**src/shared/fspc_defs.vh**
```
`ifndef FSPC_DEFS_VH
`define FSPC_DEFS_VH

// Register addresses on the special-function bus
`define FSPC_ADDR_CHIP_CONTROL 8'h9f
`define FSPC_ADDR_TRIGGER 8'ha4
`define FSPC_ADDR_UPDATE_EN 8'ha5
`define FSPC_ADDR_ADDR_LOW 8'ha6
`define FSPC_ADDR_ADDR_HIGH 8'ha7
`define FSPC_ADDR_DATA 8'hae
`define FSPC_ADDR_COMMAND 8'haf
`define FSPC_ADDR_UNLOCK 8'hc7

// Unlock sequence bytes and window length in cycles
`define FSPC_UNLOCK_KEY1 8'haa
`define FSPC_UNLOCK_KEY2 8'h55
`define FSPC_UNLOCK_WINDOW 3'd4

// Reset values
`define FSPC_RST_UPDATE_EN 8'h00
`define FSPC_RST_COMMAND 8'h30
`define FSPC_RST_ADDR 8'h00
`define FSPC_RST_DATA 8'h00
`define FSPC_RST_BROWNOUT_CFG 8'hff

// Field positions
`define FSPC_CC_ENABLE 0
`define FSPC_CC_FAULT 6
`define FSPC_UE_APP 0
`define FSPC_UE_BOOT 1
`define FSPC_UE_CFG 2
`define FSPC_UE_SEC 3
`define FSPC_UE_MAP 4
`define FSPC_CFG2_BOINH 3
`define FSPC_CMD_ERASE_PROG 5
`define FSPC_CMD_AUX 4

// Function codes and areas
`define FSPC_FN_READ 4'h0
`define FSPC_FN_PROG 4'h1
`define FSPC_FN_ERASE 4'h2
`define FSPC_FN_UID 4'h4
`define FSPC_FN_CID 4'hb
`define FSPC_FN_DID 4'hc
`define FSPC_AREA_APP 2'd0
`define FSPC_AREA_BOOT 2'd1
`define FSPC_AREA_SEC 2'd2
`define FSPC_AREA_CFG 2'd3

// Secure area window, config area top and page size
`define FSPC_SEC_LO 16'h0180
`define FSPC_SEC_HI 16'h01ff
`define FSPC_CFG_HI 16'h0005
`define FSPC_PAGE_MASK 16'hff80

// Timing: page erase 5 ms, byte program 23500 ns, at 8 ns clock
`define FSPC_ERASE_NS 5000000
`define FSPC_PROG_NS 23500
`define FSPC_CLK_NS 8

`endif

```
**src/core/fspc_ctrl.v**
```verilog
`timescale 1ns/10ps
`default_nettype none
`include "fspc_defs.vh"

module fspc_ctrl #(
    parameter APP_TOP = 16'h47ff,
    parameter BOOT_TOP = 16'h0fff,
    parameter ERASE_CYC = (`FSPC_ERASE_NS + `FSPC_CLK_NS - 1) / `FSPC_CLK_NS,
    parameter PROG_CYC = (`FSPC_PROG_NS + `FSPC_CLK_NS - 1) / `FSPC_CLK_NS,
    parameter READ_CYC = 4,
    parameter [7:0] COMPANY_CODE = 8'h5a, // Arbitrary value
    parameter [15:0] DEVICE_CODE = 16'h1234 // Arbitrary value
) (
    // Clock and reset
    input wire ref_clk,
    input wire nrst,
    // Special-function register port
    input wire [7:0] sfr_addr,
    input wire sfr_wr,
    input wire sfr_rd,
    input wire [7:0] sfr_wdata,
    output reg [7:0] sfr_rdata,
    // Brown-out status from pins (asynchronous)
    input wire brownout_low,
    input wire brownout_detect_enable,
    input wire brownout_reset_enable,
    // CPU side
    input wire [15:0] cpu_fetch_addr,
    output wire secure_area_selected,
    output wire cpu_hold,
    output wire internal_fast_oscillator_on,
    // Flash array port
    output reg flash_req,
    output reg [1:0] flash_area,
    output reg [3:0] flash_func,
    output reg [15:0] flash_addr,
    output reg [7:0] flash_wdata,
    input wire flash_done,
    input wire [7:0] flash_rdata
);

    localparam ST_IDLE = 3'b001;
    localparam ST_RUN = 3'b010;
    localparam ST_DONE = 3'b100;

    reg [7:0] update_en_q;
    reg [7:0] command_q;
    reg [7:0] addr_hi_q;
    reg [7:0] addr_lo_q;
    reg [7:0] data_q;
    reg [7:0] brownout_cfg_q;
    reg prog_en_q;
    reg fault_q;
    reg trigger_q;
    reg [2:0] state_q;
    reg [2:0] unlock_q;
    reg key1_seen_q;
    reg [22:0] timer_q;
    reg [1:0] bo_low_s_q;
    reg [1:0] bo_det_s_q;
    reg [1:0] bo_rst_s_q;

    wire [15:0] target = {addr_hi_q, addr_lo_q};
    wire [1:0] area = command_q[7:6];
    wire erase_prog = command_q[`FSPC_CMD_ERASE_PROG];
    wire aux = command_q[`FSPC_CMD_AUX];
    wire [3:0] func = command_q[3:0];
    wire unlocked = unlock_q != 3'd0;
    wire bo_low = bo_low_s_q[1];
    wire bo_det = bo_det_s_q[1];
    wire bo_rst = bo_rst_s_q[1];

    // Valid command encodings; ID reads ignore area
    function cmd_valid;
        input [7:0] c;
        begin
            if (c[`FSPC_CMD_AUX])
                cmd_valid = 1'b0;
            else if (c[`FSPC_CMD_ERASE_PROG])
                cmd_valid = (c[3:0] == `FSPC_FN_PROG) || (c[3:0] == `FSPC_FN_ERASE);
            else
                cmd_valid = (c[3:0] == `FSPC_FN_READ) || (c[3:0] == `FSPC_FN_UID) ||
                    (c[3:0] == `FSPC_FN_CID) || (c[3:0] == `FSPC_FN_DID);
        end
    endfunction

    // Address range per area and function
    function addr_ok;
        input [1:0] a;
        input [3:0] f;
        input [15:0] ad;
        begin
            if (f == `FSPC_FN_UID)
                addr_ok = ad <= 16'h000b;
            else if (f == `FSPC_FN_DID)
                addr_ok = ad <= 16'h0001;
            else if (f == `FSPC_FN_CID)
                addr_ok = 1'b1;
            else begin
                case (a)
                    `FSPC_AREA_APP: addr_ok = ad <= APP_TOP;
                    `FSPC_AREA_BOOT: addr_ok = ad <= BOOT_TOP;
                    `FSPC_AREA_SEC: addr_ok = (ad >= `FSPC_SEC_LO) && (ad <= `FSPC_SEC_HI);
                    default: addr_ok = ad <= `FSPC_CFG_HI;
                endcase
            end
        end
    endfunction

    // Region write permission from the update-enable bits
    wire region_ok = (area == `FSPC_AREA_APP) ? update_en_q[`FSPC_UE_APP] :
        (area == `FSPC_AREA_BOOT) ? update_en_q[`FSPC_UE_BOOT] :
        (area == `FSPC_AREA_SEC) ? update_en_q[`FSPC_UE_SEC] :
        update_en_q[`FSPC_UE_CFG];

    wire is_write = erase_prog && !aux;
    // Inhibit only while detection is on and reset is off
    wire bo_block = brownout_cfg_q[`FSPC_CFG2_BOINH] && bo_det && !bo_rst && bo_low;

    wire fault_now = !addr_ok(area, func, target) ||
        !cmd_valid(command_q) ||
        (is_write && !region_ok) ||
        (is_write && bo_block);

    wire wr_cc = sfr_wr && sfr_addr == `FSPC_ADDR_CHIP_CONTROL && unlocked;
    wire wr_ue = sfr_wr && sfr_addr == `FSPC_ADDR_UPDATE_EN && unlocked;
    wire go = sfr_wr && sfr_addr == `FSPC_ADDR_TRIGGER && unlocked && sfr_wdata[0] &&
        prog_en_q && state_q == ST_IDLE;

    assign secure_area_selected = update_en_q[`FSPC_UE_MAP] &&
        (cpu_fetch_addr[15:7] == 9'h1ff);
    assign internal_fast_oscillator_on = prog_en_q;
    assign cpu_hold = trigger_q;

    // Brown-out inputs come from another domain; only the second flop is read
    always @(posedge ref_clk or negedge nrst) begin
        if (!nrst) begin
            bo_low_s_q <= 2'b00;
            bo_det_s_q <= 2'b00;
            bo_rst_s_q <= 2'b00;
        end else begin
            bo_low_s_q <= {bo_low_s_q[0], brownout_low};
            bo_det_s_q <= {bo_det_s_q[0], brownout_detect_enable};
            bo_rst_s_q <= {bo_rst_s_q[0], brownout_reset_enable};
        end
    end

    // Timed unlock: two keys open a short write window
    always @(posedge ref_clk or negedge nrst) begin
        if (!nrst) begin
            key1_seen_q <= 1'b0;
            unlock_q <= 3'd0;
        end else begin
            if (sfr_wr && sfr_addr == `FSPC_ADDR_UNLOCK) begin
                key1_seen_q <= sfr_wdata == `FSPC_UNLOCK_KEY1;
                if (key1_seen_q && sfr_wdata == `FSPC_UNLOCK_KEY2)
                    unlock_q <= `FSPC_UNLOCK_WINDOW;
                else
                    unlock_q <= 3'd0;
            end else if (sfr_wr && unlocked) begin
                // One protected write spends the window
                unlock_q <= 3'd0;
                key1_seen_q <= 1'b0;
            end else if (unlocked) begin
                unlock_q <= unlock_q - 3'd1;
            end
        end
    end

    // Plain registers
    always @(posedge ref_clk or negedge nrst) begin
        if (!nrst) begin
            update_en_q <= `FSPC_RST_UPDATE_EN;
            command_q <= `FSPC_RST_COMMAND;
            addr_hi_q <= `FSPC_RST_ADDR;
            addr_lo_q <= `FSPC_RST_ADDR;
            brownout_cfg_q <= `FSPC_RST_BROWNOUT_CFG;
            prog_en_q <= 1'b0;
        end else begin
            if (wr_ue)
                update_en_q <= {3'b000, sfr_wdata[4:0]};
            if (wr_cc)
                prog_en_q <= sfr_wdata[`FSPC_CC_ENABLE];
            if (sfr_wr && sfr_addr == `FSPC_ADDR_COMMAND && !trigger_q)
                command_q <= sfr_wdata;
            if (sfr_wr && sfr_addr == `FSPC_ADDR_ADDR_HIGH && !trigger_q)
                addr_hi_q <= sfr_wdata;
            if (sfr_wr && sfr_addr == `FSPC_ADDR_ADDR_LOW && !trigger_q)
                addr_lo_q <= sfr_wdata;
            // Config byte program updates the shadowed brown-out byte
            if (state_q == ST_RUN && flash_done && area == `FSPC_AREA_CFG && is_write) begin
                if (func == `FSPC_FN_ERASE)
                    brownout_cfg_q <= `FSPC_RST_BROWNOUT_CFG;
                else if (target == 16'h0002)
                    brownout_cfg_q <= brownout_cfg_q & data_q;
            end
        end
    end

    // Operation sequencer and fault flag
    always @(posedge ref_clk or negedge nrst) begin
        if (!nrst) begin
            state_q <= ST_IDLE;
            trigger_q <= 1'b0;
            fault_q <= 1'b0;
            timer_q <= 23'd0;
            data_q <= `FSPC_RST_DATA;
            flash_req <= 1'b0;
            flash_area <= 2'd0;
            flash_func <= 4'd0;
            flash_addr <= 16'd0;
            flash_wdata <= 8'd0;
        end else begin
            // Software clear loses to a fault raised the same cycle
            if (wr_cc && !sfr_wdata[`FSPC_CC_FAULT])
                fault_q <= 1'b0;
            if (sfr_wr && sfr_addr == `FSPC_ADDR_DATA && !trigger_q)
                data_q <= sfr_wdata;
            flash_req <= 1'b0;
            case (state_q)
                ST_IDLE: begin
                    if (go) begin
                        trigger_q <= 1'b1;
                        if (fault_now) begin
                            fault_q <= 1'b1;
                            state_q <= ST_DONE;
                        end else if (func == `FSPC_FN_CID) begin
                            data_q <= COMPANY_CODE;
                            state_q <= ST_DONE;
                        end else if (func == `FSPC_FN_DID) begin
                            data_q <= target[0] ? DEVICE_CODE[15:8] : DEVICE_CODE[7:0];
                            state_q <= ST_DONE;
                        end else begin
                            flash_req <= 1'b1;
                            flash_area <= area;
                            flash_func <= func;
                            flash_wdata <= data_q;
                            if (func == `FSPC_FN_ERASE)
                                flash_addr <= target & `FSPC_PAGE_MASK;
                            else
                                flash_addr <= target;
                            timer_q <= (func == `FSPC_FN_ERASE) ? ERASE_CYC[22:0] :
                                (func == `FSPC_FN_PROG) ? PROG_CYC[22:0] : READ_CYC[22:0];
                            state_q <= ST_RUN;
                        end
                    end
                end
                ST_RUN: begin
                    // Finish on the array's done or the nominal time
                    if (timer_q != 23'd0)
                        timer_q <= timer_q - 23'd1;
                    if (flash_done || timer_q == 23'd0) begin
                        if (!erase_prog)
                            data_q <= flash_rdata;
                        state_q <= ST_DONE;
                    end
                end
                ST_DONE: begin
                    trigger_q <= 1'b0;
                    state_q <= ST_IDLE;
                end
                default: state_q <= ST_IDLE;
            endcase
        end
    end

    // Read data is registered; unmapped addresses return zero
    always @(posedge ref_clk or negedge nrst) begin
        if (!nrst) begin
            sfr_rdata <= 8'h00;
        end else if (sfr_rd) begin
            case (sfr_addr)
                `FSPC_ADDR_CHIP_CONTROL: sfr_rdata <= {1'b0, fault_q, 5'b00000, prog_en_q};
                `FSPC_ADDR_TRIGGER: sfr_rdata <= 8'h00;
                `FSPC_ADDR_UPDATE_EN: sfr_rdata <= update_en_q;
                `FSPC_ADDR_ADDR_LOW: sfr_rdata <= addr_lo_q;
                `FSPC_ADDR_ADDR_HIGH: sfr_rdata <= addr_hi_q;
                `FSPC_ADDR_DATA: sfr_rdata <= data_q;
                `FSPC_ADDR_COMMAND: sfr_rdata <= command_q;
                default: sfr_rdata <= 8'h00;
            endcase
        end
    end

endmodule // fspc_ctrl
`default_nettype wire

```
**config.mk**
```make
export PLATFORM = sky130hd
export DESIGN_NAME = fspc_ctrl
export DESIGN_NICKNAME = d
export VERILOG_FILES = /design/src/core/fspc_ctrl.v
export VERILOG_INCLUDE_DIRS = /design/src /design/src/shared
export SDC_FILE = /design/constraint.sdc
export NUM_CORES = 1
export LEC_CHECK = 0
export BUFFER_PORTS_ARGS = -buffer_cell sky130_fd_sc_hd__clkbuf_2
export CORE_AREA = 4 4 104 106
export DETAILED_ROUTE_END_ITERATION = 10
export DIE_AREA = 0 0 108 110
export PLACE_DENSITY = 0.9
export SLEW_MARGIN = 10
export SYNTH_ARGS = -nofsm -noshare
export SYNTH_HDL_FRONTEND = slang
export SYNTH_SLANG_ARGS = --single-unit
```
**constraint.sdc**
```tcl
create_clock -name ref_clk -period 6.8 [get_ports ref_clk]
set_clock_uncertainty 0.1 [all_clocks]
set_input_delay 1.36 -clock ref_clk [delete_from_list [all_inputs] [get_ports ref_clk]]
set_output_delay 1.36 -clock ref_clk [all_outputs]
set_load 0.02 [all_outputs]
```
==> flow_summary.json <==
{
  "vias": 4887,
  "wirelength_mm": 15.9,
  "syn_nets": 591,
  "ys_seq_elements": 116,
  "dr.first_iter.drc_count": 633,
  "synth.distinct_cells": 62,
  "leakage_nw": 3.27,
  "insertion_delay_ns": 0.53,
  "slowest_delay_ns": 0.69,
  "fin_crit_sh": 0.653,
  "synth_cells": 539,
  "ant_nets": 0,
  "area_growth_pct": 18.1,
  "cts.sinks": 116,
  "max_freq_mhz": 225,
  "overflow": 0,
  "rsz0062_at_grt": "no",
  "diodes": 0,
  "async_flop_share": 1.00,
  "path_cells": "clkbuf_2 -> nor4b_1 -> nand4_1 -> a2111o_1 -> or3_1 -> o21ai_2 -> o21ai_0 -> a22o_1",
  "avgSynthCellArea_sq_um": 10.9,
  "clock-root-buffer": "clkbuf_8",
  "min_path_type": "reg2reg",
  "crit_fanout": 18,
  "irDropWorstVdd_mv": 0.170,
  "layout_min_cycle_time_ns": 4.44,
  "critical_path_class": "in2reg",
  "grt_pass1_vias": 4935,
  "cp.required_ns": 7.12,
  "cts_tree": "done",
  "viasPerCell": 6.40,
  "grt_max_degree": 75,
  "htree_levels": 4,
  "hold_viol": 0,
  "most-common-layout-cells": "dfrtp_1 (112), clkbuf_2 (81), nand2_1 (47)",
  "layout_commonest_cell": "dfrtp_1",
  "nets": 670,
  "cp_slowest_cell": "nor4b_1",
  "ys_seq_area_frac": 0.495,
  "netlist_area_sq_um": 5870,
  "grt_usage": 0.290,
  "die_h_microns": 110,
  "tightest_slew_ns": 1.14,
  "synth_enable_flop_cells": 0,
  "cts_inserted_buffers": 17,
  "cp.arrival_ns": 4.76,
  "p_total_w": 0.00165,
  "yosys_warnings": 0,
  "setup_viol": 0,
  "drv_cap": 0,
  "slew_headroom": 0.230,
  "io_buffers": 82,
  "status": "finished, final reports clean",
  "cts_resized": 0,
  "clockBufferDepth": 2,
  "clkTransAtPathRegs_ns": 0.06,
  "grt_pass1_wl_mm": 26.0,
  "post_drt_wl_per_cell_microns": 20.9,
  "cts_hold_buf": 0,
  "start_util": 0.600,
  "p_per_area_nw_per_um2": 238,
  "post_cts_buffers": 0,
  "dr.pass1.iters": 6,
  "die_w_microns": 108,
  "fin_tns_setup_ns": 0,
  "drv_slew": 0,
  "design.core.area_sq_um": 9770,
  "ioPinCount": 90,
  "drive_gt1_frac": 0.303,
  "synth_ff_type": "dfrtp_1",
  "cp-start-kind": "input pin",
  "antenna_found_initial": 0,
  "fp-row-count": 36,
  "dp_hpwl_mm": 11.0,
  "cp-end-kind": "register",
  "dieArea_sq_um": 11900,
  "place_congestion": 0.967,
  "drc": 0
}
-- flip-flops by register name (all words and copies together) (netlist names), 2 cells and up --
register     count
bo_det_s_q       2
addr_lo_q        8
flash_func       4
sfr_rdata        8
flash_wdata      8
bo_low_s_q       2
timer_q         23
flash_addr      16
bo_rst_s_q       2
flash_area       2
update_en_q      5
state_q          3
addr_hi_q        8
data_q           8
command_q        8
unlock_q         3
-- layer usage --
metal | vias up | share of wire | routed length (microns) | GRT usage
li1 | 2168 | - | - | -
met1 | 2401 | 0.44 | 6940 | 0.390
met2 | 279 | 0.47 | 7470 | 0.465
met3 | 39 | 0.076 | 1210 | 0.0646
met4 | 0 | 0.020 | 326 | 0.108
met5 | - | 0 | 0 | 0
-- power by group --
group | total [W] | leakage, nW | switching [W] | internal [W]
Clock | 0.000843 | 0.256 | 0.000336 | 0.000507
Combinational | 0.0000969 | 1.51 | 0.0000620 | 0.0000350
Sequential | 0.000711 | 1.51 | 0.00000821 | 0.000703
Total | 0.00165 | 3.27 | 0.000406 | 0.00125
-- cells in the mapped netlist, drive strengths merged, types with 7 or more instances --
cell type | count | share of area
nand3 | 12 | 0.010
nor4 | 13 | 0.015
nand4 | 7 | 0.0075
inv | 16 | 0.010
dfrtp | 112 | 0.48
mux2i | 18 | 0.031
a21oi | 21 | 0.019
nand2 | 47 | 0.030
clkbuf | 19 | 0.012
nor3 | 19 | 0.016
o22ai | 13 | 0.014
o21ai | 23 | 0.020
nand2b | 10 | 0.011
nor2 | 37 | 0.024
mux2 | 55 | 0.12
xnor2 | 9 | 0.013
-- worst max-delay path, delay by kind of cell --
family          cells  cell delay, ns
compound gates      4            1.69
buf+inv             1            0.25
simple gates        3            1.46
-- final timing paths --
check	cells after the start	slack, ns	from	to
max	8	2.36	sfr_addr[3]	timer_q[11]$_DFFE_PN0P_
min	0	0.25	bo_det_s_q[0]$_DFF_PN0_	bo_det_s_q[1]$_DFF_PN0_
max reg2reg	10	2.88	unlock_q[0]$_DFFE_PN0P_	timer_q[11]$_DFFE_PN0P_
min reg2reg	0	0.25	bo_det_s_q[0]$_DFF_PN0_	bo_det_s_q[1]$_DFF_PN0_
max in group asynchronous	2	4.57	nrst	timer_q[4]$_DFFE_PN0P_
min in group asynchronous	1	0.71	nrst	flash_addr[9]$_DFFE_PN0P_
-- kinds of logic after synthesis --
logic type,count (synthesis),share of synthesized area
compound gates,98,0.115
xor+xnor,13,0.0194
fa+ha+maj,4,0.00853
buf+inv,41,0.0296
flops,116,0.495
mux,74,0.151
simple gates,193,0.181
-- per-stage QoR --
stage	cells	utilization	hold WS, ns	worst slack, ns	instance area [sq um]
4_1_cts	764	0.709	0.250	2.45	6930
2_1_floorplan	539	-	0.231	3.04	5870
3_3_place_gp	732	0.650	0.238	2.04	6360
6_report	764	0.709	0.248	2.36	6930
5_1_grt	764	0.709	0.253	2.11	6930
3_5_place_dp	732	0.650	0.236	1.92	6360
-- layout make-up --
type	count	area (sq um)
multi-input cells	382	2790
clock buffers	19	442
repair buffers	85	435
fillers	693	2840
inverters	16	60.1
clock inverters	13	126
well taps	133	166
flip-flops and latches	116	2910
(Power assumes the default switching activity.)
